<file path="src/common/fws_pkg.sv">
/*
  Package for the flash write/erase sequencing host: timing constants,
  command codes, the host command struct and the sequencer states.
  Assumes a 125 MHz system clock.
*/
`default_nettype none
package fws_pkg;
  // ---------------------------------------------------------------
  // Clock and timing
  // ---------------------------------------------------------------
  localparam int CLK_PERIOD_PS        = 8000;
  localparam int RESET_RECOVERY_NS    = 1000;  // reset_recovery_delay
  localparam int BUSY_INDICATION_NS   = 200;   // busy_indication_delay
  localparam int RELOCK_NS            = 200;   // relock_delay
  localparam int UNLOCK_SETUP_NS      = 200;
  localparam int STROBE_LOW_NS        = 70;
  localparam int STROBE_HIGH_NS       = 30;
  localparam int ADDR_SETUP_NS        = 80;
  localparam int ADDR_HOLD_NS         = 10;
  localparam int PROGRAM_DURATION_US  = 6;     // program_duration
  localparam int PARAM_ERASE_MS       = 300;
  localparam int MAIN_ERASE_MS        = 600;
  localparam int PARAM_ERASE_MAX_S    = 7;
  localparam int MAIN_ERASE_MAX_S     = 14;

  // Least times round up, at least one cycle
  function automatic int ns_min(input int ns);
    int c;
    c = (ns * 1000 + CLK_PERIOD_PS - 1) / CLK_PERIOD_PS;
    return (c < 1) ? 1 : c;
  endfunction : ns_min

  localparam int RS_CYC   = ns_min(RESET_RECOVERY_NS);
  localparam int WB_CYC   = ns_min(BUSY_INDICATION_NS);
  localparam int REL_CYC  = ns_min(RELOCK_NS);
  localparam int RHS_CYC  = ns_min(UNLOCK_SETUP_NS);
  localparam int WP_CYC   = ns_min(STROBE_LOW_NS > ADDR_SETUP_NS ?
                                   STROBE_LOW_NS : ADDR_SETUP_NS);
  localparam int WPH_CYC  = ns_min(STROBE_HIGH_NS);
  localparam int AH_CYC   = ns_min(ADDR_HOLD_NS);
  localparam int PGM_CYC  = ns_min(PROGRAM_DURATION_US * 1000);
  localparam longint PERA_MAX_CYC =
    longint'(PARAM_ERASE_MAX_S) * 1000000000 * 1000 / CLK_PERIOD_PS;
  localparam longint MERA_MAX_CYC =
    longint'(MAIN_ERASE_MAX_S) * 1000000000 * 1000 / CLK_PERIOD_PS;

  // ---------------------------------------------------------------
  // Flash commands and status bits
  // ---------------------------------------------------------------
  localparam logic [7:0] CMD_PROGRAM  = 8'h40;
  localparam logic [7:0] CMD_ERASE    = 8'h20;
  localparam logic [7:0] CMD_CONFIRM  = 8'hd0;
  localparam logic [7:0] CMD_STATUS   = 8'h70;
  localparam logic [7:0] CMD_READ     = 8'hff;
  localparam int         READY_BIT    = 7;     // ready_flag position

  // ---------------------------------------------------------------
  // Types
  // ---------------------------------------------------------------
  typedef enum logic [1:0] {
    FWS_OP_PROGRAM     = 2'h0,
    FWS_OP_PARAM_ERASE = 2'h1,
    FWS_OP_MAIN_ERASE  = 2'h2
  } fws_op_t;

  typedef struct packed {
    fws_op_t     op;
    logic        boot;      // target is the protected boot block
    logic [17:0] addr;
    logic [15:0] data;
  } fws_cmd_t;

  typedef enum logic [8:0] {
    ST_RESET   = 9'h001,
    ST_RECOVER = 9'h002,
    ST_IDLE    = 9'h004,
    ST_SETUP   = 9'h008,
    ST_LOW     = 9'h010,
    ST_HIGH    = 9'h020,
    ST_WAITWB  = 9'h040,
    ST_POLL    = 9'h080,
    ST_RELOCK  = 9'h100
  } fws_state_t;
endpackage : fws_pkg
`default_nettype wire

</file>
<file path="src/hdl/fws_host.sv">
/*
  Host-side sequencer driving a parallel flash through its pins:
  reset recovery, two-cycle write/erase commands with write-strobe
  controlled timing, status polling and boot block unlock/relock.
  Assumes flash read data is synchronous to mclk and valid one cycle
  after the output enable drops.
*/
`timescale 1ns/1ps
`default_nettype none
module fws_host
  import fws_pkg::*;
#(
  parameter longint PERA_MAX = PERA_MAX_CYC,
  parameter longint MERA_MAX = MERA_MAX_CYC,
  parameter int     RS_WAIT  = RS_CYC
) (
  input  wire logic        mclk,
  input  wire logic        rst_n,
  input  wire logic        cmd_valid,
  input  wire fws_cmd_t    cmd,
  input  wire logic        word_mode,
  output logic             cmd_ready,
  output logic             done,
  output logic             fail,
  output logic             timeout,
  output logic [7:0]       status,
  output logic             reset_powerdown_n,
  output logic             boot_unlock,
  output logic             word_width,
  output logic             chip_en_n,
  output logic             write_en_n,
  output logic             out_en_n,
  output logic [17:0]      flash_addr,
  output logic [15:0]      flash_dq_o,
  output logic             flash_dq_oe,
  input  wire logic [15:0] flash_dq_i
);

  // ---------------------------------------------------------------
  // State and counters
  // ---------------------------------------------------------------
  // Sequencer registers; timers count mclk cycles
  fws_state_t  state_ff;
  fws_cmd_t    cur_ff;
  logic        phase_ff;     // 0 setup cycle, 1 confirm/data cycle
  logic [31:0] cnt_ff;       // short timer
  logic [63:0] op_ff;        // elapsed operation time
  logic        rd_ff;        // status read in flight

  // Give-up limit per operation; program has no limit of its own
  function automatic logic [63:0] op_max(input fws_op_t op);
    unique case (op)
      FWS_OP_PROGRAM:     return 64'hffffffff_ffffffff;
      FWS_OP_PARAM_ERASE: return PERA_MAX[63:0];
      FWS_OP_MAIN_ERASE:  return MERA_MAX[63:0];
      default:            return MERA_MAX[63:0];
    endcase
  endfunction : op_max

  // ---------------------------------------------------------------
  // Sequencer
  // ---------------------------------------------------------------
  // Main state machine with all pin outputs registered
  always_ff @(posedge mclk or negedge rst_n) begin
    if (!rst_n) begin
      state_ff          <= ST_RESET;
      cur_ff            <= '0;
      phase_ff          <= 1'b0;
      cnt_ff            <= '0;
      op_ff             <= '0;
      rd_ff             <= 1'b0;
      cmd_ready         <= 1'b0;
      done              <= 1'b0;
      fail              <= 1'b0;
      timeout           <= 1'b0;
      status            <= 8'h00;
      reset_powerdown_n <= 1'b0;
      boot_unlock       <= 1'b0;
      word_width        <= 1'b0;
      chip_en_n         <= 1'b1;
      write_en_n        <= 1'b1;
      out_en_n          <= 1'b1;
      flash_addr        <= '0;
      flash_dq_o        <= '0;
      flash_dq_oe       <= 1'b0;
    end else begin
      done    <= 1'b0;
      cnt_ff  <= cnt_ff + 32'h1;
      unique case (state_ff)
        ST_RESET: begin
          // Release the flash reset, then wait out recovery
          reset_powerdown_n <= 1'b1;
          cnt_ff            <= '0;
          state_ff          <= ST_RECOVER;
        end
        ST_RECOVER: begin
          if (cnt_ff >= 32'(RS_WAIT - 1)) begin
            state_ff  <= ST_IDLE;
            cmd_ready <= 1'b1;
          end
        end
        ST_IDLE: begin
          // Latch the command and set width, unlock, address pins
          if (cmd_valid) begin
            cur_ff      <= cmd;
            cmd_ready   <= 1'b0;
            fail        <= 1'b0;
            timeout     <= 1'b0;
            word_width  <= word_mode;
            boot_unlock <= cmd.boot;
            flash_addr  <= cmd.addr;
            phase_ff    <= 1'b0;
            cnt_ff      <= '0;
            state_ff    <= ST_SETUP;
          end
        end
        ST_SETUP: begin
          // Address and unlock set before strobe low; data driven in the same cycle
          chip_en_n   <= 1'b0;
          flash_dq_oe <= 1'b1;
          if (!phase_ff)
            flash_dq_o <= {8'h00, cur_ff.op == FWS_OP_PROGRAM ?
                           CMD_PROGRAM : CMD_ERASE};
          else if (cur_ff.op == FWS_OP_PROGRAM)
            flash_dq_o <= word_width ? cur_ff.data
                                     : {8'h00, cur_ff.data[7:0]};
          else
            flash_dq_o <= {8'h00, CMD_CONFIRM};
          if (!cur_ff.boot || phase_ff == 1'b0 ||
              cnt_ff >= 32'(RHS_CYC - WP_CYC)) begin
            write_en_n <= 1'b0;
            cnt_ff     <= '0;
            state_ff   <= ST_LOW;
          end
        end
        ST_LOW: begin
          if (cnt_ff >= 32'(WP_CYC - 1)) begin
            // Rising strobe edge ends the cycle; data held past it
            write_en_n <= 1'b1;
            cnt_ff     <= '0;
            state_ff   <= ST_HIGH;
          end
        end
        ST_HIGH: begin
          if (cnt_ff >= 32'(WPH_CYC > AH_CYC ? WPH_CYC - 1 : AH_CYC - 1))
          begin
            chip_en_n   <= 1'b1;
            flash_dq_oe <= 1'b0;
            cnt_ff      <= '0;
            if (!phase_ff) begin
              phase_ff <= 1'b1;
              state_ff <= ST_SETUP;
            end else begin
              op_ff    <= '0;
              state_ff <= ST_WAITWB;
            end
          end
        end
        ST_WAITWB: begin
          // No status trusted before the busy delay
          op_ff <= op_ff + 64'h1;
          if (cnt_ff >= 32'(WB_CYC - 1)) begin
            chip_en_n <= 1'b0;
            out_en_n  <= 1'b0;
            rd_ff     <= 1'b0;
            state_ff  <= ST_POLL;
          end
        end
        ST_POLL: begin
          // Address held unchanged while the flash is busy
          op_ff <= op_ff + 64'h1;
          rd_ff <= 1'b1;
          // First poll cycle only turns the flash output on
          if (rd_ff) begin
            status <= flash_dq_i[7:0];
            if (flash_dq_i[READY_BIT]) begin
              fail      <= (cur_ff.op == FWS_OP_PROGRAM) ?
                           (op_ff < 64'(PGM_CYC)) : 1'b0;
              out_en_n  <= 1'b1;
              chip_en_n <= 1'b1;
              cnt_ff    <= '0;
              state_ff  <= ST_RELOCK;
            end else if (op_ff >= op_max(cur_ff.op)) begin
              timeout   <= 1'b1;
              out_en_n  <= 1'b1;
              chip_en_n <= 1'b1;
              cnt_ff    <= '0;
              state_ff  <= ST_RELOCK;
            end
          end
        end
        ST_RELOCK: begin
          // Unlock dropped only after ready or timeout; wait out relock
          boot_unlock <= 1'b0;
          if (cnt_ff >= 32'(REL_CYC - 1)) begin
            done      <= 1'b1;
            cmd_ready <= 1'b1;
            state_ff  <= ST_IDLE;
          end
        end
        default: state_ff <= ST_RESET;
      endcase
    end
  end

endmodule : fws_host
`default_nettype wire

</file>
<file path="config.mk">
export PLATFORM = sky130hd
export DESIGN_NAME = fws_host
export DESIGN_NICKNAME = d
export VERILOG_FILES = /design/src/common/fws_pkg.sv /design/src/hdl/fws_host.sv
export SDC_FILE = /design/constraint.sdc
export NUM_CORES = 1
export LEC_CHECK = 0
export BUFFER_PORTS_ARGS = -buffer_cell sky130_fd_sc_hd__buf_4
export CAP_MARGIN = 10
export CORE_ASPECT_RATIO = 1.5
export CORE_MARGIN = 3
export CORE_UTILIZATION = 35
export DETAILED_ROUTE_END_ITERATION = 12
export GPL_TIMING_DRIVEN = 0
export PLACE_DENSITY = 0.62
export SETUP_SLACK_MARGIN = 0.3
export SYNTH_ARGS = -nofsm -noshare
export SYNTH_HDL_FRONTEND = slang
export SYNTH_SLANG_ARGS = --single-unit
</file>
<file path="constraint.sdc">
create_clock -name mclk -period 7.5 [get_ports mclk]
set_input_delay 0.375 -clock mclk [delete_from_list [all_inputs] [get_ports mclk]]
set_output_delay 0.375 -clock mclk [all_outputs]
set_load 0.01 [all_outputs]
</file>
# After elaboration in Yosys (flattened, before gate mapping)
# Index checks and enable logic that the tools add are counted.
# classes
reduce_logical	28
bitwise_logic	1
eq_ne	23
order_cmp	7
add_sub_neg	2
n_mux	60
# ops
op	n
64-bit two-way mux	5
64-bit one-hot mux with 2 select lines	2
32-bit two-way mux	7
32-bit one-hot mux with 6 select lines	1
9-bit two-way mux	10
9-bit one-hot mux with 9 select lines	1
64-bit by 1-bit adder with 64-bit output, second input constant	1
32-bit by 4-bit >= comparator with 1-bit output, second input constant	2
64-bit >= comparator	1
64-bit by 10-bit < comparator with 1-bit output, second input constant	1
16-bit two-way mux	3
32-bit by 1-bit adder with 32-bit output, second input constant	1
32-bit by 2-bit >= comparator with 1-bit output, second input constant	1
32-bit by 5-bit >= comparator with 1-bit output, second input constant	1
32-bit by 7-bit >= comparator with 1-bit output, second input constant	1
2-bit inequality test, second input constant	12
1-bit two-way mux	19
1-bit one-hot mux with 2 select lines	8
7-bit two-way mux	2
2-bit nonzero test	7
4-bit AND reduction	3
2-bit AND reduction	5
5-bit AND reduction	2
9-bit by 1-bit equality test with 1-bit output, second input constant	1
other kinds (21)	24
# word_totals
reg_bits	179
inputBits	57
word_cells	143
out_inout_bits	53

# Depth between registers and ports, before layout
# Gate-level depths: netlist of the first run.
# logic_depth
depth_word	10
mapped_depth	13

# Worst setup path after synthesis of the first run
# Ideal clock, no wire load.
# synth_path
path_kind	register to register
startpoint	register cur_ff[36] (netlist name)
endpoint	register state_ff[3]
setup_slack_ps	3321
t_required_ps	7375
stages_incl_launch_ff	13
synth_period_minus_slack_ps	4179
path_buffers	1
arrival_time_ps	4055
cell_sequence	dfrtp_1 -> buf_2 -> nor2_1 -> inv_1 -> ha_1 -> a21o_1 -> a21o_1 -> a221o_1 -> a2111oi_0 -> o211ai_2 -> o31ai_2 -> a21oi_1 -> mux2_2
# synth_via
elab_chain_len	8
word_cells_on_any_way	9
cone_classes	order compare (1); eq/ne (2); mux (4); reduce/logical (2)
# synth_lines
element	line_no	source
start, declared	fws_host.sv:44	fws_cmd_t cur_ff;
start signal, assigned	fws_host.sv:105	cur_ff <= cmd;
2-bit by 1-bit equality test with 1-bit output / 2-bit logical NOT (equally long branches)	fws_host.sv:52	unique case (op)
64-bit one-hot mux with 2 select lines *	fws_host.sv:52	
64-bit two-way mux *	fws_host.sv:176	if (flash_dq_i[READY_BIT]) begin
64-bit two-way mux *	fws_host.sv:174	if (rd_ff) begin
64-bit two-way mux *	fws_host.sv:89	unique case (state_ff)
64-bit >= comparator *	fws_host.sv:183	end else if (op_ff >= op_max(cur_ff.op)) begin
3-bit inequality test (no source line) *	--	
9-bit AND reduction (no source line) *	--	
end signal, assigned	fws_host.sv:94	state_ff <= ST_RECOVER;
end signal, assigned	fws_host.sv:182	state_ff <= ST_RELOCK;
end signal, assigned	fws_host.sv:188	state_ff <= ST_RELOCK;
end, declared	fws_host.sv:43	fws_state_t state_ff;
# Every way passes the cells marked *; elsewhere a longest branch is shown, timed or not. The select of a mux whose other input is x is not followed.
# A chain may end at the register's enable or synchronous reset.

# Final worst setup path of the first run
# Ends and elaborated chain as after synthesis.

==> results.md, run 1 <==
* Status: completed
* Ports at 110
* Share of cells above drive strength 1 at ~16%
* GR Util met3 at about 3%
* Post-synthesis sequential area ratio at between 40% and 50%
* Clock power frac at 46.2%
* WL final at between 20 and 30 mm
* Antenna viol nets, final at 0
* Clock transition at path regs at around 0.070 ns
* Routed len/inst at between 15 and 20 um
* Core area at about 27000 um2
* Die X at around 140 um
* First-pass GRT wire length at approximately 42 mm
* Core Util, Final at a little over two fifths
* Gate Count Post-Synth at about 1000
* Yosys top cell by area: dfrtp_1
* Post-placement cell area at between 10000 and 15000 um2
* Crit-path max FO at 47
* Global placement routability congestion at ~0.86
* CTS tree: yes
* Ant. Diodes at 0
* GRT met2 Usage at between 30% and 40%
* Pwr Density at approximately 160 nW/um2
* Post-synth ARST share at 100%
* CTS root buf: clkbuf_16
* Initial antenna violation count at 0
* Die Area at about 30000 um2
* Final period util at between 60 and 70%
* Net switching power at 422 uW
* Fillers at 2710
* Final Hold Viols at 0
* Logic pwr share at approximately 2.3%
* RSZ-0062 raised after global routing: no
* Cell Rows at 74
* Library cells used by synthesis at around 60
* Vias at 8115
* Fin. max-slew vios at 0
* Syn Area/Cell at 9.48 um2
* Max Cap Viol at 0
* Clk_lat worst skew at around 0.45 ns
* Sequential share of power at about half
* Chip height at 211 um
* CP required at 7.83 ns
* Worst Setup Start Kind: register
* Post-route setup TNS at 0 ns
* Final instance area at ~12000 um2
* Slew HR at 38.3%
* Pint at roughly 1500 uW
* CTS resizes at 0
* Met1 Track Usage GR at between 10% and 20%
* Worst-Margin Slew at just over 0.9 ns
* Buffers added on ports at about 100
* Number of global-route vias before repair at 8114
* Grt peak-use layer: met2
* Flops & latches, synth at 179
* Main flop type after synthesis: dfrtp_1
* Hold buffer count at CTS at 1
* Peak supply drop at about 0.12 mV
* Synth Cell Area at roughly 10000 um2
* Post-CTS setup buffer count at 0
* Syn_nets at between 1000 and 1500
* Critical path class: register to register
* Sw frac at ~22%
* # DRC at 0
* Max Freq at 194 MHz
* Pwr Total at roughly 1900 uW
* Crit path arrival time at 5.50 ns
* Share of the synthesized area in the top cell type at between 40% and 50%
* Post-DP HPWL at 19.2 mm
* Final net count at 1269
* GRT Total Usage at around 18%
* Clk sinks at approximately 180
* Global route total overflow at 0
* Dominant cells by area after synthesis: dfrtp_1, ha_1, nor2_1
* Initial Utilization at 35.8%
* Detailed-router iteration count before antenna repair at 5
* Hold_ws at 0.118 ns
* Worst setup EP type: register
* Syn. warnings at 0
* Largest net degree at the start of global routing at between 90 and 100
* # H-tree levels at 4
* Area growth syn-to-layout at 18.2%
* Avg Vias per Cell at around 5.4
* Hold/Removal Path Class: input port to register
* Final min period at about 5.2 ns
* Number of synthesized flops with an enable pin at 0
* CTS Buffer Depth at 2
* TritonCTS Buffers at 17
* Final setup viols at 0
* LEAKAGE at around 0.0056 uW
* First DRT Iteration DRCs at ~400
* Clk_skew at about 0.013 ns
-- metal layers --
layer	routed length, um	up-vias	part of all wire [%]
met3	698	50	2.7
met1	9830	3985	38
li1	-	3951	-
met5	0	-	0
met4	854	0	3.3
met2	14500	129	56
-- worst max-delay path: stages, from the launching register on --
cell	delay, ns
dfrtp_1	0.36
buf_2	0.18
nor2_1	0.65
inv_2	0.60
ha_1	0.49
a21o_1	0.16
a21o_1	0.17
a221o_1	0.35
a2111oi_0	0.66
o211ai_2	0.24
o31ai_2	0.60
a21oi_1	0.22
mux2_2	0.32
-- power by group through the flow --
stage / Clock, uW / Sequential, uW / Combinational, uW
finish: 867 / 965 / 43.2
CTS: 893 / 965 / 45.1
global route: 929 / 965 / 48.7
detailed placement: 0 / 984 / 44.7
floorplan: 0 / 984 / 1.08
global placement: 0 / 984 / 41.9
-- placed cells by master, fill, tap and decap left out, types with 5 or more instances in the layout --
cell / count
and4_1: 6
or3_1: 12
nand2_1: 116
ha_1: 54
nand2b_1: 6
o21a_1: 5
nand3_1: 61
buf_4: 103
xnor2_1: 37
o31ai_1: 10
nor3_1: 22
a21o_1: 9
nand4_1: 38
and3_1: 23
a21oi_1: 30
clkbuf_16: 17
mux2_2: 39
xor2_1: 40
a31oi_1: 10
nor4_1: 23
nor2b_1: 5
inv_1: 15
o21ai_0: 57
and2_1: 12
clkbuf_1: 40
dfrtp_1: 175
nor2_1: 126
-- cell usage after synthesis (12+ instances only) --
cell type	count
nor3_1	22
o21ai_0	57
ha_1	54
nand3_1	61
xor2_1	40
nand4_1	38
nor4_1	23
mux2_2	39
nand2_1	116
clkbuf_1	36
dfrtp_1	175
a21oi_1	30
or3_1	12
and2_1	12
inv_1	16
xnor2_1	37
nor2_1	126
and3_1	23
-- flip-flops by register name, indices dropped and copies added, names as in the netlist, 8 cells and up --
name,flops
flash_addr,18
cur_ff,19
state_ff,9
cnt_ff,32
flash_dq_o,16
status,8
op_ff,64
-- cell families after synthesis --
kind of cell / share of synthesized area (%)
AND/OR/NAND/NOR: 23.1
flip-flops: 45.7
AO/OA/AOI/OAI: 10.2
XOR/XNOR: 6.87
buffers and inverters: 2.46
adder cells (fa/ha/maj): 6.98
multiplexers: 4.68
-- final timing paths --
kind,to,cells past startpoint,slack (ns),start
setup / recovery,state_ff[3]$_DFFE_PN0P_,12,2.34,cur_ff[36]$_DFFE_PN0P_
hold / removal,status[5]$_DFFE_PN0P_,3,0.12,flash_dq_i[5]
setup reg to reg,state_ff[3]$_DFFE_PN0P_,12,2.34,cur_ff[36]$_DFFE_PN0P_
hold reg to reg,flash_dq_o[5]$_DFFE_PN0P_,2,0.47,flash_dq_o[5]$_DFFE_PN0P_
max in group asynchronous,cur_ff[1]$_DFFE_PN0P_,3,6.00,rst_n
min in group asynchronous,status[4]$_DFFE_PN0P_,2,0.51,rst_n
-- layout make-up --
cell class	instances	area (um2)	share of cell area, %
Timing Repair Buffer	103	803	6.92
Multi-Input combinational cell	797	5090	43.9
Sequential cell	179	4480	38.6
Clock inverter	10	100	0.863
Clock buffer	22	454	3.91
Tap cell	342	428	3.69
Inverter	16	60.1	0.518
Buffer	44	181	1.56
-- per-stage QoR --
step                      worst slack, ns  cells
after floorplan                      3.32   1036
after global placement               1.84   1479
after detailed placement             2.27   1480
after CTS                            2.24   1513
after global routing                 1.92   1513
final                                2.34   1513
(Power assumes the default switching activity.)
==> run 2, diff against run 1 <==
- clock period: 7.5 -> 5.3 ns (I/O delays scaled with it)
==> run 2 against run 1 <==
Clock skew grew 0.00092 ns. Register-to-register slack got worse by 1.7 ns. Die area did not move. Via count up 0.46%. Worst hold slack got worse by 0.092 ns. Setup slack worse by 1.7 ns. Clock-buffer cell count did not move. Design area up 0.47%. Global-route usage up 0.071 points. Largest power group unchanged.
==> results.md, run 2 (synthesis results as in run 1) <==
* Crit path arrival time at ~5.0 ns
* Slew HR at about 38%
* Max Freq at approximately 220 MHz
* Worst Path Buf+Inv at 2
* Chip height at 211 um
* Clk sinks at between 150 and 200
* Place WS at between 0.06 and 0.07 ns
* Worst-Margin Slew at ~0.92 ns
* Commonest cells after routing, fill and taps aside: dfrtp_1, nor2_1, nand2_1
* FF-to-FF setup slack at 0.66 ns
* Core area at approximately 27000 um2
* Critical path class: register to register
* Final Hold Viols at 0
* Final period util at between 80% and 90%
* Largest net degree at the start of global routing at between 90 and 100
* CP max-delay cell: a2111oi_0
* Vias at between 8000 and 9000
* CP Cell Sequence: buf_2, nor2_2, inv_4, ha_1, a21o_1, a21o_1, a221o_1, a2111oi_0, o211ai_2, o31ai_2, a21oi_1, mux2_2
* LEAKAGE at around 0.0057 uW
* Largest register FFs at between 60 and 70
* RSZ-0062 raised after global routing: no
* Cell Rows at 74
* Share of cells above drive strength 1 at approximately 16%
* Post-CTS setup buffer count at 0
* Initial antenna violation count at 0
* First DRT Iteration DRCs at between 400 and 500
* FF-to-FF path depth at 12
* First-pass GRT wire length at roughly 42 mm
* # DRC at 0
* Clk_lat worst skew at between 0.4 and 0.5 ns
* Peak supply drop at 0.174 mV
* TritonCTS Buffers at 17
* Top delay family on crit path: compound AO/OA/AOI/OAI gates
* Routed len/inst at about 17 um
* Final net count at around 1300
* Detailed-router iteration count before antenna repair at 5
* Antenna viol nets, final at 0
* Hold Crit Depth at 3
* Number of global-route vias before repair at 8169
* CP required at 5.63 ns
* Crit-path max FO at 47
* Worst Setup Start Kind: register
* Ports at 110
* Worst path depth at 12
* Core Util, Final at between 40% and 50%
* Clk_skew at around 0.014 ns
* Final setup viols at 0
* Placed Cells incl. Taps at around 1500
* Top Registers: op_ff x64, cnt_ff x32, cur_ff x19
* Pwr Density at approximately 230 nW/um2
* Avg Vias per Cell at 5.37
* CTS root buf: clkbuf_16
* Die Area at 30100 um2
* Final min period at 4.64 ns
* GRT Total Usage at 17.6%
* Die X at ~140 um
* Status: completed
* Post-DP HPWL at 19.2 mm
* Worst setup EP type: register
* Ant. Diodes at 0
* Fin worst setup slack at 0.656 ns
* WL final at 25.9 mm
* CTS Buffer Depth at 2
* Max Cap Viol at 0
* Hold/Removal Path Class: input port to register
* Area growth syn-to-layout at 18.7%
* Initial Utilization at 35.8%
* CTS tree: yes
* Global placement routability congestion at between 0.8 and 0.9
* Clock transition at path regs at 0.07 ns
* Buffers added on ports at 101
* Most frequent CP cell: a21o_1
* Post-route insts no fill at between 1500 and 2000
* Global route total overflow at 0
* Most common cell after layout, fill and taps aside: dfrtp_1
* Slowest Stage Delay on Critical Path at 0.66 ns
* # H-tree levels at 4
* Biggest register: op_ff
* Fin. max-slew vios at 0
## run 2: cell types whose count changed in the layout (fill, tap and decap cells not counted)
cell	before	now
inv_4	0	1
dlygate4sd3_1	1	6
nor2_2	0	1
inv_2	1	0
nor2_1	126	125
## run 2: cell type report
class,count,area [um2]
fill,2714,15700
multi-input combinational,797,5100
sequential,179,4480
timing repair buffer,108,853
clock buffer,22,454
tap,342,428
buffer,44,181
clock inverter,10,100
inverter,16,62.6
## run 2: worst paths after layout
check / startpoint / to
worst min register to register: flash_dq_o[5]$_DFFE_PN0P_ / flash_dq_o[5]$_DFFE_PN0P_
max in group asynchronous: rst_n / cur_ff[1]$_DFFE_PN0P_
min in group asynchronous: rst_n / status[4]$_DFFE_PN0P_
worst max-delay path: cur_ff[36]$_DFFE_PN0P_ / state_ff[3]$_DFFE_PN0P_
worst min-delay path: flash_dq_i[2] / status[2]$_DFFE_PN0P_
worst max register to register: cur_ff[36]$_DFFE_PN0P_ / state_ff[3]$_DFFE_PN0P_
## run 2: layer usage
layer,routed length (um),global-route usage (%)
met2,14500,32.7
met4,869,7.74
met1,9850,19.4
met3,709,2.92
met5,0,0
## run 2: per-stage QoR
| stage | hold slack [ns] | instance area (um2) | setup TNS, ns | total power, uW |
|---|---|---|---|---|
| after CTS | 0.00195 | 11700 | 0 | 2700 |
| after global routing | 0.0269 | 11700 | 0 | 2750 |
| final | 0.0255 | 11700 | 0 | 2660 |
| after floorplan | -0.0306 | 9820 | 0 | 1390 |
| after global placement | 0.455 | 11000 | -11.48 | 1450 |
| after detailed placement | 0.354 | 11000 | 0 | 1460 |
## run 2: worst reg2reg max path: stages, from the launching register on
cell and delay [ns]:
dfrtp_1 0.36, buf_2 0.19, nor2_2 0.47, inv_4 0.36, ha_1 0.44, a21o_1 0.16, a21o_1 0.17, a221o_1 0.35
a2111oi_0 0.66, o211ai_2 0.24, o31ai_2 0.60, a21oi_1 0.22, mux2_2 0.32
## run 2: what timing repair did
action	in CTS	in global routing
setup endpoints to repair	37	32
hold endpoints to repair	96	0
gates resized for setup	1	2
hold buffers	6	0
## run 2: where the power goes
part / switching (uW) / internal (uW) / total, uW
combinational: 35.1 / 29.1 / 64.2
sequential: 0.206 / 1370 / 1370
clock: 565 / 664 / 1230
